## src/meter_uart_regs.svh

```systemverilog
`ifndef METER_UART_REGS_SVH
`define METER_UART_REGS_SVH
`define CLK_HZ 100000000
`define BAUD_BPS 4800
`define BIT_CYCLES (`CLK_HZ / `BAUD_BPS)
`define HALF_BIT_CYCLES (`BIT_CYCLES / 2)
`define CHAR_BITS 11
`define GAP_BITS 16
`define CMD_CHARS 8
`define RSP_CHARS 4
`define HEAD_BYTE 8'hfe
`define CTRL_TYPE_LSB 0
`define CTRL_TYPE_W 4
`define CTRL_WRITE 4'h2
`define CTRL_BCAST 4'h3
`endif

```

## src/meter_uart_pkg.sv

```systemverilog
`default_nettype none
package meter_uart_pkg;
  typedef struct packed {
    logic [3:0] addr_hi;
    logic [7:0] addr_lo;
    logic [31:0] data;
    logic [3:0] kind;
  } cmd_s;
  typedef enum logic [1:0] {
    RX_IDLE,
    RX_SHIFT,
    RX_DROP
  } rx_state_e;
  typedef enum logic [1:0] {
    TX_IDLE,
    TX_SEND
  } tx_state_e;
endpackage
`default_nettype wire

```

## src/meter_uart_slave_port.sv

```systemverilog
`timescale 1ns/10ps
`default_nettype none
`include "meter_uart_regs.svh"
// Function
// - device only answers master frames, never starts a transfer
// - half-duplex: receive and transmit overlap only when a start bit and a reply are taken in the same cycle
// - 11-bit character: start low, 8 data, parity, stop high
// - odd parity over data plus parity bit, sent and checked
// - data bits shifted lsb first both ways
// - bit timing from divided kernel clock, 4800 bps
// - kernel clock from crystal clock, fallback clock when crystal stops
// - power-on, receive-line or software reset clears the port
// - sleep mode keeps the port idle
// - gap over 16 bit times drops the frame
// - reply gated by port state only, broadcast frames included
// - write frame answered with four characters
module meter_uart_slave_port
  import meter_uart_pkg::*;
#(
  parameter int BIT_CYCLES = `BIT_CYCLES
) (
  input wire logic I_CLK,
  input wire logic I_RST,
  input wire logic I_CRYSTAL_OK,
  input wire logic I_RX_LINE_RST,
  input wire logic I_SW_RST,
  input wire logic I_SLEEP,
  input wire logic I_RX,
  output logic O_TX,
  output logic O_CMD_VALID,
  output cmd_s O_CMD,
  input wire logic I_CMD_READY,
  input wire logic I_RSP_VALID,
  input wire logic [31:0] I_RSP,
  output logic O_RSP_READY,
  output logic O_RX_ERR
);
  localparam int HALF = BIT_CYCLES / 2;
  // kernel clock source select; fallback is coarse, only the choice is tracked
  logic on_crystal;
  assign on_crystal = I_CRYSTAL_OK;
  // synchronous reset sources fold into one clear
  logic clr;
  assign clr = I_RX_LINE_RST | I_SW_RST;

  rx_state_e rx_st_ff, nxt_rx_st;
  logic [15:0] rx_cnt_ff, nxt_rx_cnt;
  logic [3:0] rx_bit_ff, nxt_rx_bit;
  logic [10:0] rx_sh_ff, nxt_rx_sh;
  logic [2:0] rx_chr_ff, nxt_rx_chr;
  logic [20:0] gap_ff, nxt_gap;
  logic [63:0] frm_ff, nxt_frm;
  logic in_frame_ff, nxt_in_frame;
  logic err_ff, nxt_err;
  // two-entry buffer between receiver and consumer
  cmd_s buf_ff [2];
  cmd_s nxt_buf [2];
  logic [1:0] cnt_ff, nxt_cnt;
  logic push;
  cmd_s push_cmd;
  logic pop;

  tx_state_e tx_st_ff, nxt_tx_st;
  logic [15:0] tx_cnt_ff, nxt_tx_cnt;
  logic [3:0] tx_bit_ff, nxt_tx_bit;
  logic [10:0] tx_sh_ff, nxt_tx_sh;
  logic [2:0] tx_chr_ff, nxt_tx_chr;
  logic [31:0] tx_word_ff, nxt_tx_word;
  logic tx_ff, nxt_tx;
  logic busy_tx;

  assign busy_tx = (tx_st_ff != TX_IDLE);
  assign pop = O_CMD_VALID & I_CMD_READY;
  assign O_CMD_VALID = (cnt_ff != 2'd0);
  assign O_CMD = buf_ff[0];
  assign O_RX_ERR = err_ff;
  assign O_TX = tx_ff;
  // reply taken only with rx and tx idle and no frame in progress; frame kind not checked
  assign O_RSP_READY = (tx_st_ff == TX_IDLE) & ~I_SLEEP & ~clr & on_crystal
    & (rx_st_ff == RX_IDLE) & ~in_frame_ff;

  always_comb begin
    nxt_rx_st = rx_st_ff;
    nxt_rx_cnt = rx_cnt_ff;
    nxt_rx_bit = rx_bit_ff;
    nxt_rx_sh = rx_sh_ff;
    nxt_rx_chr = rx_chr_ff;
    nxt_gap = gap_ff;
    nxt_frm = frm_ff;
    nxt_in_frame = in_frame_ff;
    nxt_err = 1'b0;
    push = 1'b0;
    push_cmd = '0;
    if (in_frame_ff && rx_st_ff == RX_IDLE) begin
      if (gap_ff >= 21'(`GAP_BITS * BIT_CYCLES)) begin
        nxt_in_frame = 1'b0;
        nxt_rx_chr = 3'd0;
        nxt_gap = 21'd0;
      end else begin
        nxt_gap = gap_ff + 21'd1;
      end
    end
    unique case (rx_st_ff)
      RX_IDLE: begin
        // receiver ignores the line while transmitting
        if (!I_RX && !busy_tx) begin
          nxt_rx_st = RX_SHIFT;
          nxt_rx_cnt = 16'(HALF);
          nxt_rx_bit = 4'd0;
          nxt_gap = 21'd0;
        end
      end
      RX_SHIFT: begin
        if (rx_cnt_ff != 16'd0) begin
          nxt_rx_cnt = rx_cnt_ff - 16'd1;
        end else begin
          // mid-bit sample; lsb first into the top
          nxt_rx_sh = {I_RX, rx_sh_ff[10:1]};
          nxt_rx_cnt = 16'(BIT_CYCLES - 1);
          nxt_rx_bit = rx_bit_ff + 4'd1;
          if (rx_bit_ff == 4'd0 && I_RX) begin
            nxt_rx_st = RX_IDLE;
          end else if (rx_bit_ff == 4'(`CHAR_BITS - 1)) begin
            nxt_rx_st = RX_IDLE;
            nxt_gap = 21'd0;
            // stop high; odd parity over nine bits
            if (!I_RX || !(^rx_sh_ff[10:2])) begin
              nxt_err = 1'b1;
              nxt_rx_st = RX_DROP;
              nxt_in_frame = 1'b0;
              nxt_rx_chr = 3'd0;
            end else begin
              nxt_frm = {rx_sh_ff[9:2], frm_ff[63:8]};
              nxt_in_frame = 1'b1;
              nxt_rx_chr = rx_chr_ff + 3'd1;
              if (rx_chr_ff == 3'(`CMD_CHARS - 1)) begin
                nxt_in_frame = 1'b0;
                nxt_rx_chr = 3'd0;
                push = (frm_ff[15:8] == `HEAD_BYTE);
                push_cmd.addr_hi = frm_ff[23:20];
                push_cmd.kind = frm_ff[`CTRL_TYPE_LSB + 16 +: `CTRL_TYPE_W];
                push_cmd.addr_lo = frm_ff[31:24];
                // checksum char is the one just sampled and is not kept
                push_cmd.data = frm_ff[63:32];
              end
            end
          end
        end
      end
      RX_DROP: begin
        // rest of frame ignored until the line stays idle a gap
        if (!I_RX) begin
          nxt_gap = 21'd0;
        end else if (gap_ff >= 21'(`GAP_BITS * BIT_CYCLES)) begin
          nxt_rx_st = RX_IDLE;
          nxt_gap = 21'd0;
        end else begin
          nxt_gap = gap_ff + 21'd1;
        end
      end
      default: nxt_rx_st = RX_IDLE;
    endcase
    // sleep holds the port idle; resets discard partials
    if (I_SLEEP || clr || !on_crystal) begin
      nxt_rx_st = RX_IDLE;
      nxt_in_frame = 1'b0;
      nxt_rx_chr = 3'd0;
      nxt_gap = 21'd0;
      push = 1'b0;
    end
  end

  // buffer full drops the frame rather than stalling the wire
  always_comb begin
    nxt_buf = buf_ff;
    nxt_cnt = cnt_ff;
    if (pop) begin
      nxt_buf[0] = buf_ff[1];
      nxt_cnt = cnt_ff - 2'd1;
    end
    if (push && nxt_cnt != 2'd2) begin
      nxt_buf[nxt_cnt[0]] = push_cmd;
      nxt_cnt = nxt_cnt + 2'd1;
    end
    if (clr) begin
      nxt_cnt = 2'd0;
    end
  end

  always_comb begin
    nxt_tx_st = tx_st_ff;
    nxt_tx_cnt = tx_cnt_ff;
    nxt_tx_bit = tx_bit_ff;
    nxt_tx_sh = tx_sh_ff;
    nxt_tx_chr = tx_chr_ff;
    nxt_tx_word = tx_word_ff;
    nxt_tx = tx_ff;
    unique case (tx_st_ff)
      TX_IDLE: begin
        nxt_tx = 1'b1;
        if (I_RSP_VALID && O_RSP_READY) begin
          nxt_tx_st = TX_SEND;
          nxt_tx_word = I_RSP;
          nxt_tx_chr = 3'd0;
          nxt_tx_bit = 4'd0;
          nxt_tx_cnt = 16'd0;
          nxt_tx_sh = {1'b1, ~(^I_RSP[7:0]), I_RSP[7:0], 1'b0};
        end
      end
      TX_SEND: begin
        if (tx_cnt_ff != 16'd0) begin
          nxt_tx_cnt = tx_cnt_ff - 16'd1;
        end else begin
          // lsb first; one bit per divided period
          nxt_tx = tx_sh_ff[0];
          nxt_tx_sh = {1'b1, tx_sh_ff[10:1]};
          nxt_tx_cnt = 16'(BIT_CYCLES - 1);
          nxt_tx_bit = tx_bit_ff + 4'd1;
          if (tx_bit_ff == 4'(`CHAR_BITS)) begin
            nxt_tx = 1'b1;
            nxt_tx_bit = 4'd0;
            nxt_tx_cnt = 16'd0;
            nxt_tx_chr = tx_chr_ff + 3'd1;
            nxt_tx_word = {8'h00, tx_word_ff[31:8]};
            nxt_tx_sh = {1'b1, ~(^tx_word_ff[15:8]), tx_word_ff[15:8], 1'b0};
            if (tx_chr_ff == 3'(`RSP_CHARS - 1)) begin
              nxt_tx_st = TX_IDLE;
            end
          end
        end
      end
      default: nxt_tx_st = TX_IDLE;
    endcase
    if (I_SLEEP || clr) begin
      nxt_tx_st = TX_IDLE;
      nxt_tx = 1'b1;
    end
  end

  always_ff @(posedge I_CLK or posedge I_RST) begin
    if (I_RST) begin
      rx_st_ff <= RX_IDLE;
      rx_cnt_ff <= 16'h0000;
      rx_bit_ff <= 4'h0;
      rx_sh_ff <= 11'h7ff;
      rx_chr_ff <= 3'h0;
      gap_ff <= 21'h000000;
      frm_ff <= 64'h0;
      in_frame_ff <= 1'b0;
      err_ff <= 1'b0;
      buf_ff[0] <= '0;
      buf_ff[1] <= '0;
      cnt_ff <= 2'h0;
      tx_st_ff <= TX_IDLE;
      tx_cnt_ff <= 16'h0000;
      tx_bit_ff <= 4'h0;
      tx_sh_ff <= 11'h7ff;
      tx_chr_ff <= 3'h0;
      tx_word_ff <= 32'h0;
      tx_ff <= 1'b1;
    end else begin
      rx_st_ff <= nxt_rx_st;
      rx_cnt_ff <= nxt_rx_cnt;
      rx_bit_ff <= nxt_rx_bit;
      rx_sh_ff <= nxt_rx_sh;
      rx_chr_ff <= nxt_rx_chr;
      gap_ff <= nxt_gap;
      frm_ff <= nxt_frm;
      in_frame_ff <= nxt_in_frame;
      err_ff <= nxt_err;
      buf_ff <= nxt_buf;
      cnt_ff <= nxt_cnt;
      tx_st_ff <= nxt_tx_st;
      tx_cnt_ff <= nxt_tx_cnt;
      tx_bit_ff <= nxt_tx_bit;
      tx_sh_ff <= nxt_tx_sh;
      tx_chr_ff <= nxt_tx_chr;
      tx_word_ff <= nxt_tx_word;
      tx_ff <= nxt_tx;
    end
  end
endmodule
`default_nettype wire

```

## config.mk

```make
export PLATFORM = sky130hd
export DESIGN_NAME = meter_uart_slave_port
export DESIGN_NICKNAME = d
export VERILOG_FILES = /design/src/meter_uart_pkg.sv /design/src/meter_uart_slave_port.sv
export VERILOG_INCLUDE_DIRS = /design/src /design/src/src
export SDC_FILE = /design/constraint.sdc
export NUM_CORES = 1
export LEC_CHECK = 0
export BUFFER_PORTS_ARGS = -buffer_cell sky130_fd_sc_hd__clkbuf_2
export CORE_AREA = 4 4 137 165
export DETAILED_ROUTE_END_ITERATION = 8
export DIE_AREA = 0 0 141 169
export PLACE_DENSITY_LB_ADDON = 0.25
export SLEW_MARGIN = 30
export SYNTH_ARGS = -nofsm -noshare
export SYNTH_HDL_FRONTEND = slang
export SYNTH_SLANG_ARGS = --single-unit
```

## constraint.sdc

```tcl
create_clock -name I_CLK -period 15.7 [get_ports I_CLK]
set_clock_uncertainty 0.05 [all_clocks]
set_input_delay 1.57 -clock I_CLK [delete_from_list [all_inputs] [get_ports I_CLK]]
set_output_delay 1.57 -clock I_CLK [all_outputs]
set_load 0.01 [all_outputs]
```

### After elaboration in Yosys (flattened, before gate mapping)

Index checks and enable logic that the tools add are counted.

* register bits after elaboration: 290
* bits in latches: 0
* bits in writable memories: 0
* bits in read-only memories: 0
* input port bits: 41
* output and inout bits: 52
* word-level logic and storage cells: 210
* memories: 0

* add/sub/neg operators: 9
* multipliers: 0
* divide/modulo/power cells: 0
* $lt $le $gt $ge: 3
* equality and inequality tests: 23
* shifts and indexed selects: 0
* muxes and demuxes: 98
* bitwise gates (word level): 16
* reduce and logical (&&, ||, !) cells: 36

Operators with widths (count)
* two-way mux 48 bit: 8
* two-way mux 21 bit: 8
* bitwise mux 96 bit: 1
* two-way mux 32 bit: 3
* two-way mux 96 bit: 1
* two-way mux 16 bit: 4
* case mux 16 bit (2 select lines): 2
* case mux 32 bit (2 select lines): 1
* case mux 21 bit (3 select lines): 1
* demux 48 bit (select 1 bit): 1
* two-way mux 3 bit: 12
* two-way mux 2 bit: 16
* nonzero test 16 bit: 2
* subtractor 16 x 1 -> 16 bit, second input constant: 2
* two-way mux 1 bit: 24
* two-way mux 11 bit: 2
* case mux 11 bit (2 select lines): 1
* adder 21 x 1 -> 21 bit, second input constant: 1
* >= comparator 21 x 19 -> 1 bit, second input constant: 1
* two-way mux 4 bit: 5
* != test 3 bit, second input constant: 6
* case mux 4 bit (2 select lines): 2
* XOR reduction 8 bit: 2
* two-way mux 15 bit: 1
* other kinds (37): 78

### Longest topological paths before layout

* depth in word-level cells: 12
* mapped depth: 15
* gate-level depth less buffers: 10

### Worst setup path before layout

Ideal clock, no wire load.

* path type: input-to-reg
* start: input I_CMD_READY
* end: register with a tool-made name
* setup time: 81 ps
* arrival: 4588 ps
* required time: 15569 ps
* path slack: 10981 ps
* stages: 13
* path buffers: 5
* cell sequence: nor2b_1 clkbuf_1 buf_1 mux2i_1 ha_1 nor4b_2 nand4b_1 nor2_1 ha_1 clkbuf_1 clkbuf_1 clkbuf_1 mux2i_1

RTL lines
* start, declared: RTL line meter_uart_slave_port.sv:32 `input wire logic I_CMD_READY,`

==> results.sh <==
export IMPL_postPlaceCellArea_um2=14000
export IMPL_synthTopCellsByCount="250 x dfrtp_1, 176 x mux2i_1, 83 x inv_1, 83 x nand2_1, 82 x o21ai_1"
export IMPL_cts_hold_buf=0
export IMPL_yosysSeqAreaShare=0.494
export IMPL_yosys_area_top_type="dfrtp_1"
export IMPL_numCtsBuffers=27
export IMPL_synth_fp_nets=1334
export IMPL_worst_pin_slew_ps=944
export IMPL_firstDrtPassIters=5
export IMPL_areaGrowthSynthToFinish_pct=8.90
export IMPL_path_buf_inv=3
export IMPL_mappedNetlistArea_um2=13700
export IMPL_cp_slowest_cell="buf_4"
export IMPL_max_freq_mhz=209
export IMPL_post_cts_buffers=0
export IMPL_slew_viol_final=0
export IMPL_min_to="rx_sh_ff[2]"
export IMPL_rrSetupSlack_ps=11340
export IMPL_drc=0
export IMPL_clkTransAtPathRegs_ps=70
export IMPL_synth_ff_type="dfrtp_1"
export IMPL_cts_max_path_buffers=3
export IMPL_antenna_cells=0
export IMPL_reg2regPathDepth=11
export IMPL_die_w_um=141
export IMPL_hold_viol=0
export IMPL_required_ps=16080
export IMPL_r2r_end="O_CMD[26]"
export IMPL_core_um2=20900
export IMPL_cts_sinks=270
export IMPL_cts_tree="built"
export IMPL_path_class="input pin to flop"
export IMPL_hold_class="flop to flop"
export IMPL_nFillCells=1514
export IMPL_crit_arrival_ps=5170
export IMPL_cpPeakStageDelay_ps=700
export IMPL_worstPathCellList="clkbuf_2 > nor2b_4 > buf_4 > xnor2_1 > ha_1 > nor4b_2 > nand4b_1 > a211oi_4 > buf_4 > mux2i_1"
export IMPL_drive_above_1_share=0.174
export IMPL_synth_cell_types=78
export IMPL_die_area_um2=23800
export IMPL_port_buffers=92
export IMPL_yosysMostFrequentCell="dfrtp_1"
export IMPL_period_minus_slack_ps=4790
export IMPL_powerDensity_nw_per_um2=107
export IMPL_first_iter_violations=568
export IMPL_max_cap_violations=0
export IMPL_gp_congestion=0.834
export IMPL_p_leak_nw=6.58
export IMPL_grt_pass1_vias=9765
export IMPL_wl_per_cell_um=18.3
export IMPL_cts_root_buf="clkbuf_16"
export IMPL_io_pins=93
export IMPL_num_vias=9409
export IMPL_rsz0062_at_grt="no"
export IMPL_overflow=0
export IMPL_peakVddDrop_uv=86.8
export IMPL_htree_num_levels=1
export IMPL_endpoint_kind="flop"
export IMPL_antenna_found_initial=0
export IMPL_crit_family="buffers and inverters"
export IMPL_synthCells=1276
export IMPL_synth_seq_cells=270
export IMPL_die_y_um=169
export IMPL_core_rowCount=58
export IMPL_drt_total_wl_um=29000
export IMPL_finish_utilization=0.715
export IMPL_final_nets=1351
export IMPL_synth_edff_count=0
export IMPL_dp_final_hpwl_um=18700
export IMPL_synth_async_sr_flop_share=1.00
export IMPL_seq_area_um2=6780
export IMPL_crit_top_cell="buf_4"
export IMPL_vias_per_cell=5.95
export IMPL_setup_tns_ps=0
export IMPL_cp_max_fo=50
export IMPL_ctsResizeCount=0
export IMPL_grt_usage=0.247
export IMPL_reg2reg_from="cnt_ff[0]"
export IMPL_status="completed"
export IMPL_grt_pass1_wl_um=49100
export IMPL_max_slew_margin=0.370
export IMPL_syn_avg_cell_area_um2=10.8
export IMPL_stdcell_area_um2=15000
export IMPL_hold_start="rx_sh_ff[2]"
export IMPL_grt_max_degree=152
export IMPL_synth_top_area_frac=0.456
export IMPL_yosys_top_cells_area="dfrtp_1 46%, mux2i_1 13%, dfstp_2 3.8%"
export IMPL_multi_input_area_um2=6010
export IMPL_setup_viol=0
export IMPL_worstHoldPathCells=2
export IMPL_clk_insertion_delay_late_ps=530
export IMPL_start_util=0.657
export IMPL_synth_warnings=0
export IMPL_antenna_left=0
export IMPL_worst_setup_path_start_kind="input pin"
export IMPL_final_period_utilization=0.305
-- cell usage in the layout, fill, tap and decap left out, drive strengths merged, types with 4 or more instances in the layout --
cell,netlist,routed
dfrtp,250,250
mux2i,176,176
o21ai,133,133
clkbuf,45,127
inv,84,85
nand2,83,83
mux2,57,57
a21oi,44,44
nor2,43,43
nand3,42,42
nor3,25,25
xnor2,24,24
dfstp,20,20
ha,17,17
nor4,16,16
nand4,15,15
buf,74,15
or3,9,9
a22o,9,9
and2,8,8
nand4b,7,7
or2,7,7
nor4b,7,7
a221o,6,6
a21o,6,6
clkinv,0,6
a31oi,5,5
or4,4,4
xor2,4,4
nand3b,4,4
o211ai,4,4
a2111oi,4,4
-- cell type report --
cell class                      instances  share of cell area
Clock inverter                         13              0.0101
Sequential cell                       270               0.454
Multi-Input combinational cell        803               0.402
Inverter                               84              0.0219
Clock buffer                           35              0.0512
Tap cell                              270              0.0226
Timing Repair Buffer                  107              0.0386
-- layer usage --
layer	track usage	up-vias	part of all wire
met3	0.0328	46	0.042
met4	0.0674	0	0.024
met5	0	-	0
met2	0.439	225	0.52
li1	-	4483	-
met1	0.319	4655	0.42
-- report_power, final --
part	total (mW)	internal [mW]	leakage (nW)	switching, mW
Clock	0.660	0.392	0.449	0.268
Combinational	0.168	0.0704	2.82	0.0977
Sequential	0.776	0.745	3.32	0.0311
-- kinds of logic (layout without fill, tap and decap cells) --
family                   count (synthesis)  after routing  share of synthesized area
AO/OA/AOI/OAI                          238            238                      0.103
flip-flops                             270            270                      0.494
AND/OR/NAND/NOR                        285            285                      0.110
adder cells (fa/ha/maj)                 17             17                     0.0155
XOR/XNOR                                30             30                     0.0211
multiplexers                           233            233                      0.182
buffers and inverters                  203            239                     0.0741
-- tightest hold or removal path: stages (launching register included) --
cell	delay (ps)
dfstp_2	370
nand2_1	50
nand2_1	40
-- how the worst max path moves through the flow --
stage | start | endpoint | slack [ps] | depth (start not counted)
after floorplan | I_RST | O_CMD[0] | 6670 | 1
after global placement | I_CMD_READY | O_CMD[12] | 10520 | 10
after detailed placement | I_CMD_READY | O_CMD[26] | 10400 | 10
after CTS | I_CMD_READY | O_CMD[26] | 10910 | 10
after global routing | I_CMD_READY | O_CMD[26] | 10670 | 10
final | I_CMD_READY | O_CMD[26] | 10910 | 10
-- stage by stage --
| stage | cells | setup slack (ps) | power, mW | hold slack (ps) |
|---|---|---|---|---|
| final | 1582 | 10910 | 1.60 | 408 |
| after global routing | 1582 | 10670 | 1.68 | 449 |
| after CTS | 1582 | 10910 | 1.62 | 411 |
| after detailed placement | 1534 | 10400 | 0.957 | 403 |
| after global placement | 1534 | 10520 | 0.950 | 397 |
| after floorplan | 1276 | 6670 | 0.924 | 389 |
Note: power is estimated with default switching activity, not from simulation.
